`config.mk`:
```
export PLATFORM = sky130hd
export DESIGN_NAME = cki_irq
export DESIGN_NICKNAME = d
export VERILOG_FILES = /design/src/hw/cki_pkg.sv /design/src/hw/cki_irq.sv
export SDC_FILE = /design/constraint.sdc
export NUM_CORES = 1
export LEC_CHECK = 0
export BUFFER_PORTS_ARGS = -buffer_cell sky130_fd_sc_hd__buf_4
export CORE_MARGIN = 2
export CORE_UTILIZATION = 39
export DETAILED_ROUTE_END_ITERATION = 8
export GPL_TIMING_DRIVEN = 0
export PLACE_DENSITY = 0.87
export REMOVE_ABC_BUFFERS = 1
export SYNTH_ARGS = -nofsm -noshare
export SYNTH_HDL_FRONTEND = slang
export SYNTH_HIERARCHICAL = 1
export SYNTH_SLANG_ARGS = --single-unit
export TNS_END_PERCENT = 5
```
`constraint.sdc`:
```
create_clock -name clk -period 1.2 [get_ports clk]
set_input_delay 0.24 -clock clk [delete_from_list [all_inputs] [get_ports clk]]
set_output_delay 0.24 -clock clk [all_outputs]
set_load 0.01 [all_outputs]
```
`src/hw/cki_pkg.sv`:
```
// Package for the carkit ID interrupt block: offsets, fields, carriers.
// Assumes a 32-bit APB master with byte addresses, one word per register.
package cki_pkg;
    localparam int ADDR_W = 8;
    localparam int DATA_W = 32;
    // Register indices; byte address is four times the index
    localparam logic [7:0] IDX_EN_WR = 8'h1d;
    localparam logic [7:0] IDX_EN_SET = 8'h1e;
    localparam logic [7:0] IDX_EN_CLR = 8'h1f;
    localparam logic [7:0] IDX_STATE = 8'h20;
    localparam logic [7:0] IDX_LATCHED = 8'h21;
    localparam logic [7:0] IDX_EVT_STS = 8'h22;
    localparam logic [7:0] IDX_EVT_CLR = 8'h23;
    localparam logic [7:0] IDX_EVT_EN = 8'h24;
    // Enable register fields
    localparam int EN_RISE_BIT = 0;
    localparam int EN_FALL_BIT = 1;
    localparam int EN_MEAS_BIT = 5;
    localparam logic [7:0] EN_WR_MASK = 8'h23;
    localparam logic [7:0] EN_RESET = 8'h00;
    // State register fields
    localparam int ST_OPEN_BIT = 0;
    localparam int ST_CODE_LSB = 3;
    localparam int ST_DONE_BIT = 6;
    // Latched register fields
    localparam int LT_OPEN_BIT = 0;
    localparam int LT_MEAS_BIT = 3;
    // Event status fields
    localparam int EV_OPEN_BIT = 0;
    localparam int EV_MEAS_BIT = 1;
    localparam int EV_W = 2;
    // Resistance codes
    typedef enum logic [2:0] {
        CKI_R_0 = 3'b000,
        CKI_R_75 = 3'b001,
        CKI_R_100K = 3'b010,
        CKI_R_440K = 3'b100,
        CKI_R_OPEN = 3'b101,
        CKI_R_ERR = 3'b111
    } cki_rcode_t;
    localparam logic [2:0] CODE_RESET = 3'b000;
    // Measurement duration
    localparam int MEAS_TIME_NS = 282000;
    localparam int CLK_PERIOD_NS = 4;
    localparam int MEAS_CYCLES = MEAS_TIME_NS / CLK_PERIOD_NS;
    // APB carriers
    typedef struct packed {
        logic psel;
        logic penable;
        logic pwrite;
        logic [ADDR_W-1:0] paddr;
        logic [DATA_W-1:0] pwdata;
    } cki_apb_req_t;
    typedef struct packed {
        logic pready;
        logic [DATA_W-1:0] prdata;
        logic pslverr;
    } cki_apb_rsp_t;
endpackage : cki_pkg

```
`src/hw/cki_irq.sv`:
```
// Carkit ID interrupt enable, state and latched registers behind APB.
// Assumes the open comparator is asynchronous; converter strobes and the
// vendor register signals come from logic on clk.
//
// Behaviour
// - Rise enable: open edge raises alt_int
// - Fall enable: close edge raises alt_int
// - Unimplemented bits ignore writes, read zero
// - Measure enable ORed with vendor enable
// - Enable: write, set, clear; all read
// - State register read-only
// - State bit 0 shows live open
// - State bits 5:3 hold resistance code
// - Code and done mirror vendor register
// - Done sets when measurement finishes
// - Vendor code read clears done
// - State register read keeps done
// - Latched bit 0 on enabled open edges
// - Latched bit 3 on enabled done rise
// - Latched register read clears it
//
// The APB slave port was left to the implementer.
`timescale 1ns/1ps
module cki_irq
    import cki_pkg::*;
(
    // Clock and reset
    input wire logic clk,
    input wire logic rst,
    // APB slave
    input wire cki_apb_req_t apb_req,
    output cki_apb_rsp_t apb_rsp,
    // ID comparator and converter
    input wire logic id_open_raw,
    input wire logic meas_done_stb,
    input wire logic [2:0] meas_code,
    // Vendor conversion register
    input wire logic vendor_meas_irq_en,
    input wire logic vendor_code_rd,
    output logic id_measure_done,
    output logic [2:0] id_resistance_code,
    // Interrupt outputs
    output logic alt_int,
    output logic irq
);
    logic open_s1_q;
    logic open_s2_q;
    logic open_prev_q;
    logic [7:0] en_q;
    logic done_q;
    logic [2:0] code_q;
    logic lat_open_q;
    logic lat_meas_q;
    logic [EV_W-1:0] ev_sts_q;
    logic [EV_W-1:0] ev_sts_d;
    logic [EV_W-1:0] ev_en_q;
    logic alt_int_q;
    logic irq_q;
    cki_apb_rsp_t rsp_q;
    logic [2:0] vld_q;
    logic sync_ok;
    logic lat_rd_setup;
    logic lat_rd_done;
    logic [EV_W-1:0] ev_set;
    logic [EV_W-1:0] ev_clr;
    logic setup;
    logic done_xfer;
    logic wr_xfer;
    logic rd_xfer;
    logic [7:0] idx;
    logic addr_ok;
    logic idx_hit;
    logic open_rise;
    logic open_fall;
    logic open_evt;
    logic meas_en;
    logic meas_evt;
    logic [7:0] en_wdata;
    logic [7:0] state_rd;
    logic [7:0] latched_rd;
    logic [DATA_W-1:0] rd_mux;

    // Bus phase decode
    assign setup = apb_req.psel & ~apb_req.penable;
    assign done_xfer = apb_req.psel & apb_req.penable & rsp_q.pready;
    assign wr_xfer = done_xfer & apb_req.pwrite;
    assign rd_xfer = done_xfer & ~apb_req.pwrite;
    assign idx = {2'b00, apb_req.paddr[ADDR_W-1:2]};
    assign addr_ok = (apb_req.paddr[1:0] == 2'b00) & idx_hit;
    assign en_wdata = apb_req.pwdata[7:0] & EN_WR_MASK;

    always_comb begin
        case (idx)
            IDX_EN_WR, IDX_EN_SET, IDX_EN_CLR, IDX_STATE, IDX_LATCHED,
            IDX_EVT_STS, IDX_EVT_CLR, IDX_EVT_EN: idx_hit = 1'b1;
            default: idx_hit = 1'b0;
        endcase
    end

    // ID open synchroniser and edge detect
    always_ff @(posedge clk or posedge rst) begin
        if (rst) begin
            open_s1_q <= 1'b0;
            open_s2_q <= 1'b0;
            open_prev_q <= 1'b0;
        end else begin
            open_s1_q <= id_open_raw;
            open_s2_q <= open_s1_q;
            open_prev_q <= open_s2_q;
        end
    end

    // Edge detect waits until the synchroniser holds pin values
    always_ff @(posedge clk or posedge rst) begin
        if (rst) begin
            vld_q <= 3'b000;
        end else begin
            vld_q <= {vld_q[1:0], 1'b1};
        end
    end

    assign sync_ok = vld_q[2];
    assign open_rise = sync_ok & open_s2_q & ~open_prev_q;
    assign open_fall = sync_ok & ~open_s2_q & open_prev_q;
    assign open_evt = (open_rise & en_q[EN_RISE_BIT])
        | (open_fall & en_q[EN_FALL_BIT]);
    assign meas_en = en_q[EN_MEAS_BIT] | vendor_meas_irq_en;
    assign meas_evt = meas_en & meas_done_stb & ~done_q;

    // Enable register: write, set and clear views
    always_ff @(posedge clk or posedge rst) begin
        if (rst) begin
            en_q <= EN_RESET;
        end else if (wr_xfer) begin
            case (idx)
                IDX_EN_WR: en_q <= en_wdata;
                IDX_EN_SET: en_q <= en_q | en_wdata;
                IDX_EN_CLR: en_q <= en_q & ~en_wdata;
                default: en_q <= en_q;
            endcase
        end
    end

    // Measurement done flag and code
    always_ff @(posedge clk or posedge rst) begin
        if (rst) begin
            done_q <= 1'b0;
            code_q <= CODE_RESET;
        end else begin
            if (meas_done_stb) begin
                done_q <= 1'b1;
                code_q <= meas_code;
            end else if (vendor_code_rd) begin
                done_q <= 1'b0;
            end
        end
    end

    // Latched register: clear what was read, new events win
    assign lat_rd_setup = setup & ~apb_req.pwrite & (idx == IDX_LATCHED);
    assign lat_rd_done = rd_xfer & (idx == IDX_LATCHED);

    cki_rc_bit u_lat_open (
        .clk(clk),
        .rst(rst),
        .set(open_evt),
        .rd_setup(lat_rd_setup),
        .rd_done(lat_rd_done),
        .flag(lat_open_q)
    );

    cki_rc_bit u_lat_meas (
        .clk(clk),
        .rst(rst),
        .set(meas_evt),
        .rd_setup(lat_rd_setup),
        .rd_done(lat_rd_done),
        .flag(lat_meas_q)
    );

    // Sticky event status with write-one-to-clear
    assign ev_clr = {EV_W{wr_xfer && idx == IDX_EVT_CLR}}
        & apb_req.pwdata[EV_W-1:0];
    assign ev_set[EV_OPEN_BIT] = open_evt;
    assign ev_set[EV_MEAS_BIT] = meas_evt;

    for (genvar i = 0; i < EV_W; i++) begin : g_ev
        cki_sticky_bit u_sts (
            .clk(clk),
            .rst(rst),
            .set(ev_set[i]),
            .clr(ev_clr[i]),
            .flag_d(ev_sts_d[i]),
            .flag(ev_sts_q[i])
        );
    end

    always_ff @(posedge clk or posedge rst) begin
        if (rst) begin
            ev_en_q <= '0;
        end else if (wr_xfer && idx == IDX_EVT_EN) begin
            ev_en_q <= apb_req.pwdata[EV_W-1:0];
        end
    end

    // Interrupt outputs
    always_ff @(posedge clk or posedge rst) begin
        if (rst) begin
            alt_int_q <= 1'b0;
            irq_q <= 1'b0;
        end else begin
            alt_int_q <= open_evt | meas_evt;
            irq_q <= |(ev_sts_d & ev_en_q);
        end
    end

    // Read data views
    always_comb begin
        state_rd = 8'h00;
        state_rd[ST_OPEN_BIT] = open_s2_q;
        state_rd[ST_CODE_LSB +: 3] = code_q;
        state_rd[ST_DONE_BIT] = done_q;
        latched_rd = 8'h00;
        latched_rd[LT_OPEN_BIT] = lat_open_q;
        latched_rd[LT_MEAS_BIT] = lat_meas_q;
    end

    always_comb begin
        case (idx)
            IDX_EN_WR, IDX_EN_SET, IDX_EN_CLR:
                rd_mux = {24'h000000, en_q};
            IDX_STATE: rd_mux = {24'h000000, state_rd};
            IDX_LATCHED: rd_mux = {24'h000000, latched_rd};
            IDX_EVT_STS: rd_mux = {30'h00000000, ev_sts_q};
            IDX_EVT_EN: rd_mux = {30'h00000000, ev_en_q};
            default: rd_mux = 32'h00000000;
        endcase
    end

    // APB response: ready in the first access cycle
    always_ff @(posedge clk or posedge rst) begin
        if (rst) begin
            rsp_q <= '0;
        end else begin
            rsp_q.pready <= setup;
            if (setup) begin
                rsp_q.pslverr <= ~addr_ok;
                rsp_q.prdata <= (addr_ok & ~apb_req.pwrite)
                    ? rd_mux : 32'h00000000;
            end else begin
                rsp_q.pslverr <= 1'b0;
                rsp_q.prdata <= 32'h00000000;
            end
        end
    end

    assign apb_rsp = rsp_q;
    assign id_measure_done = done_q;
    assign id_resistance_code = code_q;
    assign alt_int = alt_int_q;
    assign irq = irq_q;
endmodule : cki_irq

// Sticky flag: an event sets it, a clear request drops it; set wins
module cki_sticky_bit
    import cki_pkg::*;
(
    // Clock and reset
    input wire logic clk,
    input wire logic rst,
    // Requests
    input wire logic set,
    input wire logic clr,
    // Flag and its next value
    output logic flag_d,
    output logic flag
);
    logic flag_q;

    // Next value: a new event beats a clear in the same cycle
    always_comb begin
        flag_d = flag_q;
        if (clr) begin
            flag_d = 1'b0;
        end
        if (set) begin
            flag_d = 1'b1;
        end
    end

    always_ff @(posedge clk or posedge rst) begin
        if (rst) begin
            flag_q <= 1'b0;
        end else begin
            flag_q <= flag_d;
        end
    end

    assign flag = flag_q;
endmodule : cki_sticky_bit

// Read-clear latched bit: a read drops only what its setup captured
module cki_rc_bit
    import cki_pkg::*;
(
    // Clock and reset
    input wire logic clk,
    input wire logic rst,
    // Event, read setup and read completion
    input wire logic set,
    input wire logic rd_setup,
    input wire logic rd_done,
    // Latched bit
    output logic flag
);
    logic flag_q;
    logic snap_q;

    // Value returned by the pending read
    always_ff @(posedge clk or posedge rst) begin
        if (rst) begin
            snap_q <= 1'b0;
        end else if (rd_setup) begin
            snap_q <= flag_q;
        end
    end

    // A new event beats the clearing read
    always_ff @(posedge clk or posedge rst) begin
        if (rst) begin
            flag_q <= 1'b0;
        end else if (set) begin
            flag_q <= 1'b1;
        end else if (rd_done && snap_q) begin
            flag_q <= 1'b0;
        end
    end

    assign flag = flag_q;
endmodule : cki_rc_bit

```
==> out/qor.txt <==
LOGIC SYNTHESIS
----------------------------------------------------------------------------------------------------
Share of Yosys cell area claimed by the top area cell type ............................       49.48%
Number of distinct standard cells referenced by the synthesized netlist ...............           40
Area contributors post-synth .......................................................... sky130_fd_sc_hd__dfrtp_1 49%, sky130_fd_sc_hd__buf_4 12%, sky130_fd_sc_hd__inv_1 3.1%
Yosys warning count ...................................................................            6
Cell with the most instances after synthesis .......................................... sky130_fd_sc_hd__dfrtp_1
Post-Syn Area per Cell ................................................................   10.66 um^2
Dominant synthesized flop cell ........................................................ sky130_fd_sc_hd__dfrtp_1
Fraction of synthesis flops using an asynchronous set or reset pin ....................       100.0%
Synthesized area ......................................................................    1568 um^2
Number of enable-type register cells in the synthesized netlist .......................            0
Gate Count Post-Synth .................................................................          147
Library cell occupying the most area in the post-synthesis netlist .................... sky130_fd_sc_hd__dfrtp_1
Share of synthesized area occupied by flip-flops and latches ..........................       49.48%
Synthesis-stage register bit count ....................................................           31
Commonest cells post-synth ............................................................ 31 x sky130_fd_sc_hd__dfrtp_1, 26 x sky130_fd_sc_hd__buf_4, 13 x sky130_fd_sc_hd__inv_1

WORST SETUP PATH
----------------------------------------------------------------------------------------------------
Crit-path slowest cell ................................................................ sky130_fd_sc_hd__or3b_4
Critical path cell sequence ........................................................... buf_6 > or3b_4 > nor2_4 > nand2_2 > nor4_4 > mux2_4
Reg-to-reg setup timing slack .........................................................      -210 ps
Maximum fanout count along the critical path ..........................................            4
Number of cells on the worst reg-to-reg path ..........................................            7
Worst reg2reg path endpoint ...........................................................          irq
Element type at the critical path start ...............................................   input port
Family with the most delay on the worst path .......................................... simple AND/OR/NAND/NOR gates
Buffers plus inverters on the worst setup path ........................................            1
Type of the worst setup path .......................................................... input port to register
Worst Setup End Kind ..................................................................     register
CP Depth ..............................................................................            6
Max incr delay on CP ..................................................................       410 ps
Required time at the worst-slack endpoint .............................................      1360 ps
Data arrival time of the critical path ................................................      1590 ps
Reg-to-Reg Start ......................................................................  apb_rsp[33]

TIMING
----------------------------------------------------------------------------------------------------
Max-slew violations ...................................................................            0
Setup repair after global routing missed its margin ...................................          yes
Period utilisation layout .............................................................       119.4%
Maximum clock rate ....................................................................   0.6981 GHz
Final Hold Violating Endpoints ........................................................            0
Transition time at the pin with the least slew margin .................................     929.4 ps
Clock period minus final worst setup slack ............................................      1433 ps
Fin Clk Skew ..........................................................................     4.267 ps
Max-slew headroom at the worst pin ....................................................       37.97%
Smallest hold slack ...................................................................     66.83 ps
Final WS setup ........................................................................    -232.6 ps
Final setup violating endpoints .......................................................           15

PLACED DESIGN
----------------------------------------------------------------------------------------------------
HPWL reported at the end of detailed placement ........................................      2216 um
Quantity of I/O buffers inserted on ports .............................................           36
Number of instances in the placed design ..............................................          230
GPL Wtd Cong ..........................................................................       0.8567

HOLD PATH
----------------------------------------------------------------------------------------------------
Hold Path End .........................................................................    open_s1_q
Worst min path class .................................................................. input port to register
Hold Path Cell Cnt ....................................................................            1
Hold Crit Start .......................................................................  id_open_raw

DRT
----------------------------------------------------------------------------------------------------
Number of DRC markers in iteration 0 ..................................................           61
Detail Route Antenna Nets .............................................................            0
Drt drc ...............................................................................            0
Total routed wirelength ...............................................................      3142 um
DR vias/cell ..........................................................................        4.831
Mean routed wirelength per cell .......................................................     12.93 um
Length of the first detailed-routing pass in iterations ...............................            6
Routed via count ......................................................................         1174

FLOORPLANNING
----------------------------------------------------------------------------------------------------
Initial standard-cell utilization of the core .........................................       39.77%
Width of the chip .....................................................................     67.40 um
Floorplan core area ...................................................................    3943 um^2
I/O pin count .........................................................................           92
Die H .................................................................................     67.40 um
Row count .............................................................................           23
Area of the die .......................................................................    4543 um^2

PWR
----------------------------------------------------------------------------------------------------
Static Leak ...........................................................................    0.9877 nW
Pwr Density ........................................................................... 1113 nW/um^2
Worst-case vdd ir drop ................................................................     463.4 uV

CLOCK TREE
----------------------------------------------------------------------------------------------------
Maximum count of clock buffers along a single path ....................................            2
H-tree depth ..........................................................................            2
Number of CTS-inserted buffers ........................................................            5
CTS Sinks .............................................................................           31
Buffer cell driving the clock tree root ............................................... sky130_fd_sc_hd__clkbuf_8
Clk_lat worst skew ....................................................................       280 ps
Clock-pin slew reported for the worst setup and hold paths after clock tree synthesis .        60 ps
Clock tree from TritonCTS .............................................................         done

GLOBAL ROUTING
----------------------------------------------------------------------------------------------------
Initial antenna violation count .......................................................            0
Overall track demand over capacity in global routing ..................................       15.21%
First-pass GRT wire length ............................................................      5037 um
Number of global-route vias before repair .............................................         1148
Maximum number of pins on one net before global-route repair ..........................           26
Total congestion overflow .............................................................            0

RUN
----------------------------------------------------------------------------------------------------
Number of max-cap violations ..........................................................            0

CELLS AND AREA
----------------------------------------------------------------------------------------------------
Final nets ............................................................................          244
Share of cells above drive strength 1 .................................................       35.75%
Synthesis-to-finish area growth .......................................................       27.21%
Final std cells w/o fill ..............................................................          243
# diodes ..............................................................................            0

STATUS
----------------------------------------------------------------------------------------------------
Status ................................................................................ complete, but fails checks
Failing checks ........................................................................ negative setup slack

==> final cells by class <==
cell class / count / area [um^2]
flip-flops and latches: 31 / 775.7
clock buffers: 7 / 76.32
multi-input cells: 100 / 696.9
clock inverters: 1 / 5.005
well taps: 50 / 62.56
repair buffers: 41 / 329.1
fillers: 362 / 1948
inverters: 13 / 48.80
==> worst register-to-register path, stage by stage, from the launching register on <==
cell                      delay [ps]
sky130_fd_sc_hd__dfrtp_1         370
sky130_fd_sc_hd__nand3_2         110
sky130_fd_sc_hd__nor2_2          160
sky130_fd_sc_hd__nand4_1         130
sky130_fd_sc_hd__nor2_1          110
sky130_fd_sc_hd__inv_1            40
sky130_fd_sc_hd__a21o_1          160
sky130_fd_sc_hd__a22o_1          230
==> flip-flops by register name, summed over array words and instances, names as in the netlist <==
register and cells:
en_q 3, vld_q 3, open_s2_q 1, open_prev_q 1
irq 1, alt_int 1, ev_en_q 2, id_resistance_code 3
id_measure_done 1, g_ev.u_sts/flag 2, u_lat_meas/snap_q 1, u_lat_open/snap_q 1
open_s1_q 1, u_lat_open/flag 1, u_lat_meas/flag 1, apb_rsp 8
==> per-layer routing <==
layer	vias to the layer above	global-route usage [%]	routed length, um
met4	0	7.398	95
met3	11	5.333	235
li1	542	-	-
met2	47	25.62	1550
met1	574	17.11	1262
met5	-	0	0
==> worst max path at each step <==
stage                 from                 to  slack [ps]
5_1_grt        apb_req[39]         apb_rsp[4]        -290
6_report       apb_req[37]  u_lat_meas/snap_q        -230
4_1_cts        apb_req[37]  u_lat_meas/snap_q        -240
3_5_place_dp   apb_req[37]  u_lat_meas/snap_q       -1010
2_1_floorplan  apb_req[37]  u_lat_meas/snap_q        -640
3_3_place_gp   apb_req[37]  u_lat_open/snap_q        -970
==> per-stage QoR <==
step                power (mW)  setup WS [ps]  TNS (ps)  util, %  instance area (um^2)
CTS                      2.225         -238.7     -1576    50.21                  1979
global placement         1.431         -967.2     -9132    45.41                  1790
global route             2.324         -286.1     -2605    50.59                  1994
detailed placement       1.441          -1010     -9752    45.41                  1790
floorplan                1.299         -644.1     -4342        -                  1458
finish                   2.220         -232.6     -1689    50.59                  1994
==> cells by family after synthesis <==
family                   after synthesis  synth area share [%]
multiplexers                           8                 6.065
AND/OR/NAND/NOR                       38                 15.32
buffers and inverters                 41                 16.12
XOR/XNOR                               3                 1.676
AO/OA/AOI/OAI                         23                 10.22
other                                  2                0.4790
flip-flops                            31                 49.48
adder cells (fa/ha/maj)                1                0.6385
==> power breakdown <==
group	internal (mW)	leakage, nW	total (mW)	switching, mW
sequential	1.10	0.394	1.13	0.0324
clock	0.406	0.0422	0.770	0.364
combinational	0.146	0.551	0.319	0.173
total	1.65	0.988	2.22	0.569
==> timing repair <==
action,4_1_cts,5_1_grt
resized for setup,15,5
hold buffers,1,0
endpoints found under the hold margin,6,0
setup buffers,4,0
setup endpoints to repair,16,18
pin swaps,11,1
gates cloned,0,0
==> cell usage in the layout (no fill, tap or decap), drive strengths merged, types with 2 or more instances in the layout <==
master	count
nor3	2
nand4b	2
nor2	9
buf	40
a31oi	6
conb	27
inv	13
a21o	4
nor4	4
dfrtp	31
xnor2	3
clkbuf	7
or2	2
o21ai	4
mux2i	2
or3b	2
mux2	6
nand3b	2
nand2	7
No activity file was read; power rests on OpenSTA's default activity.
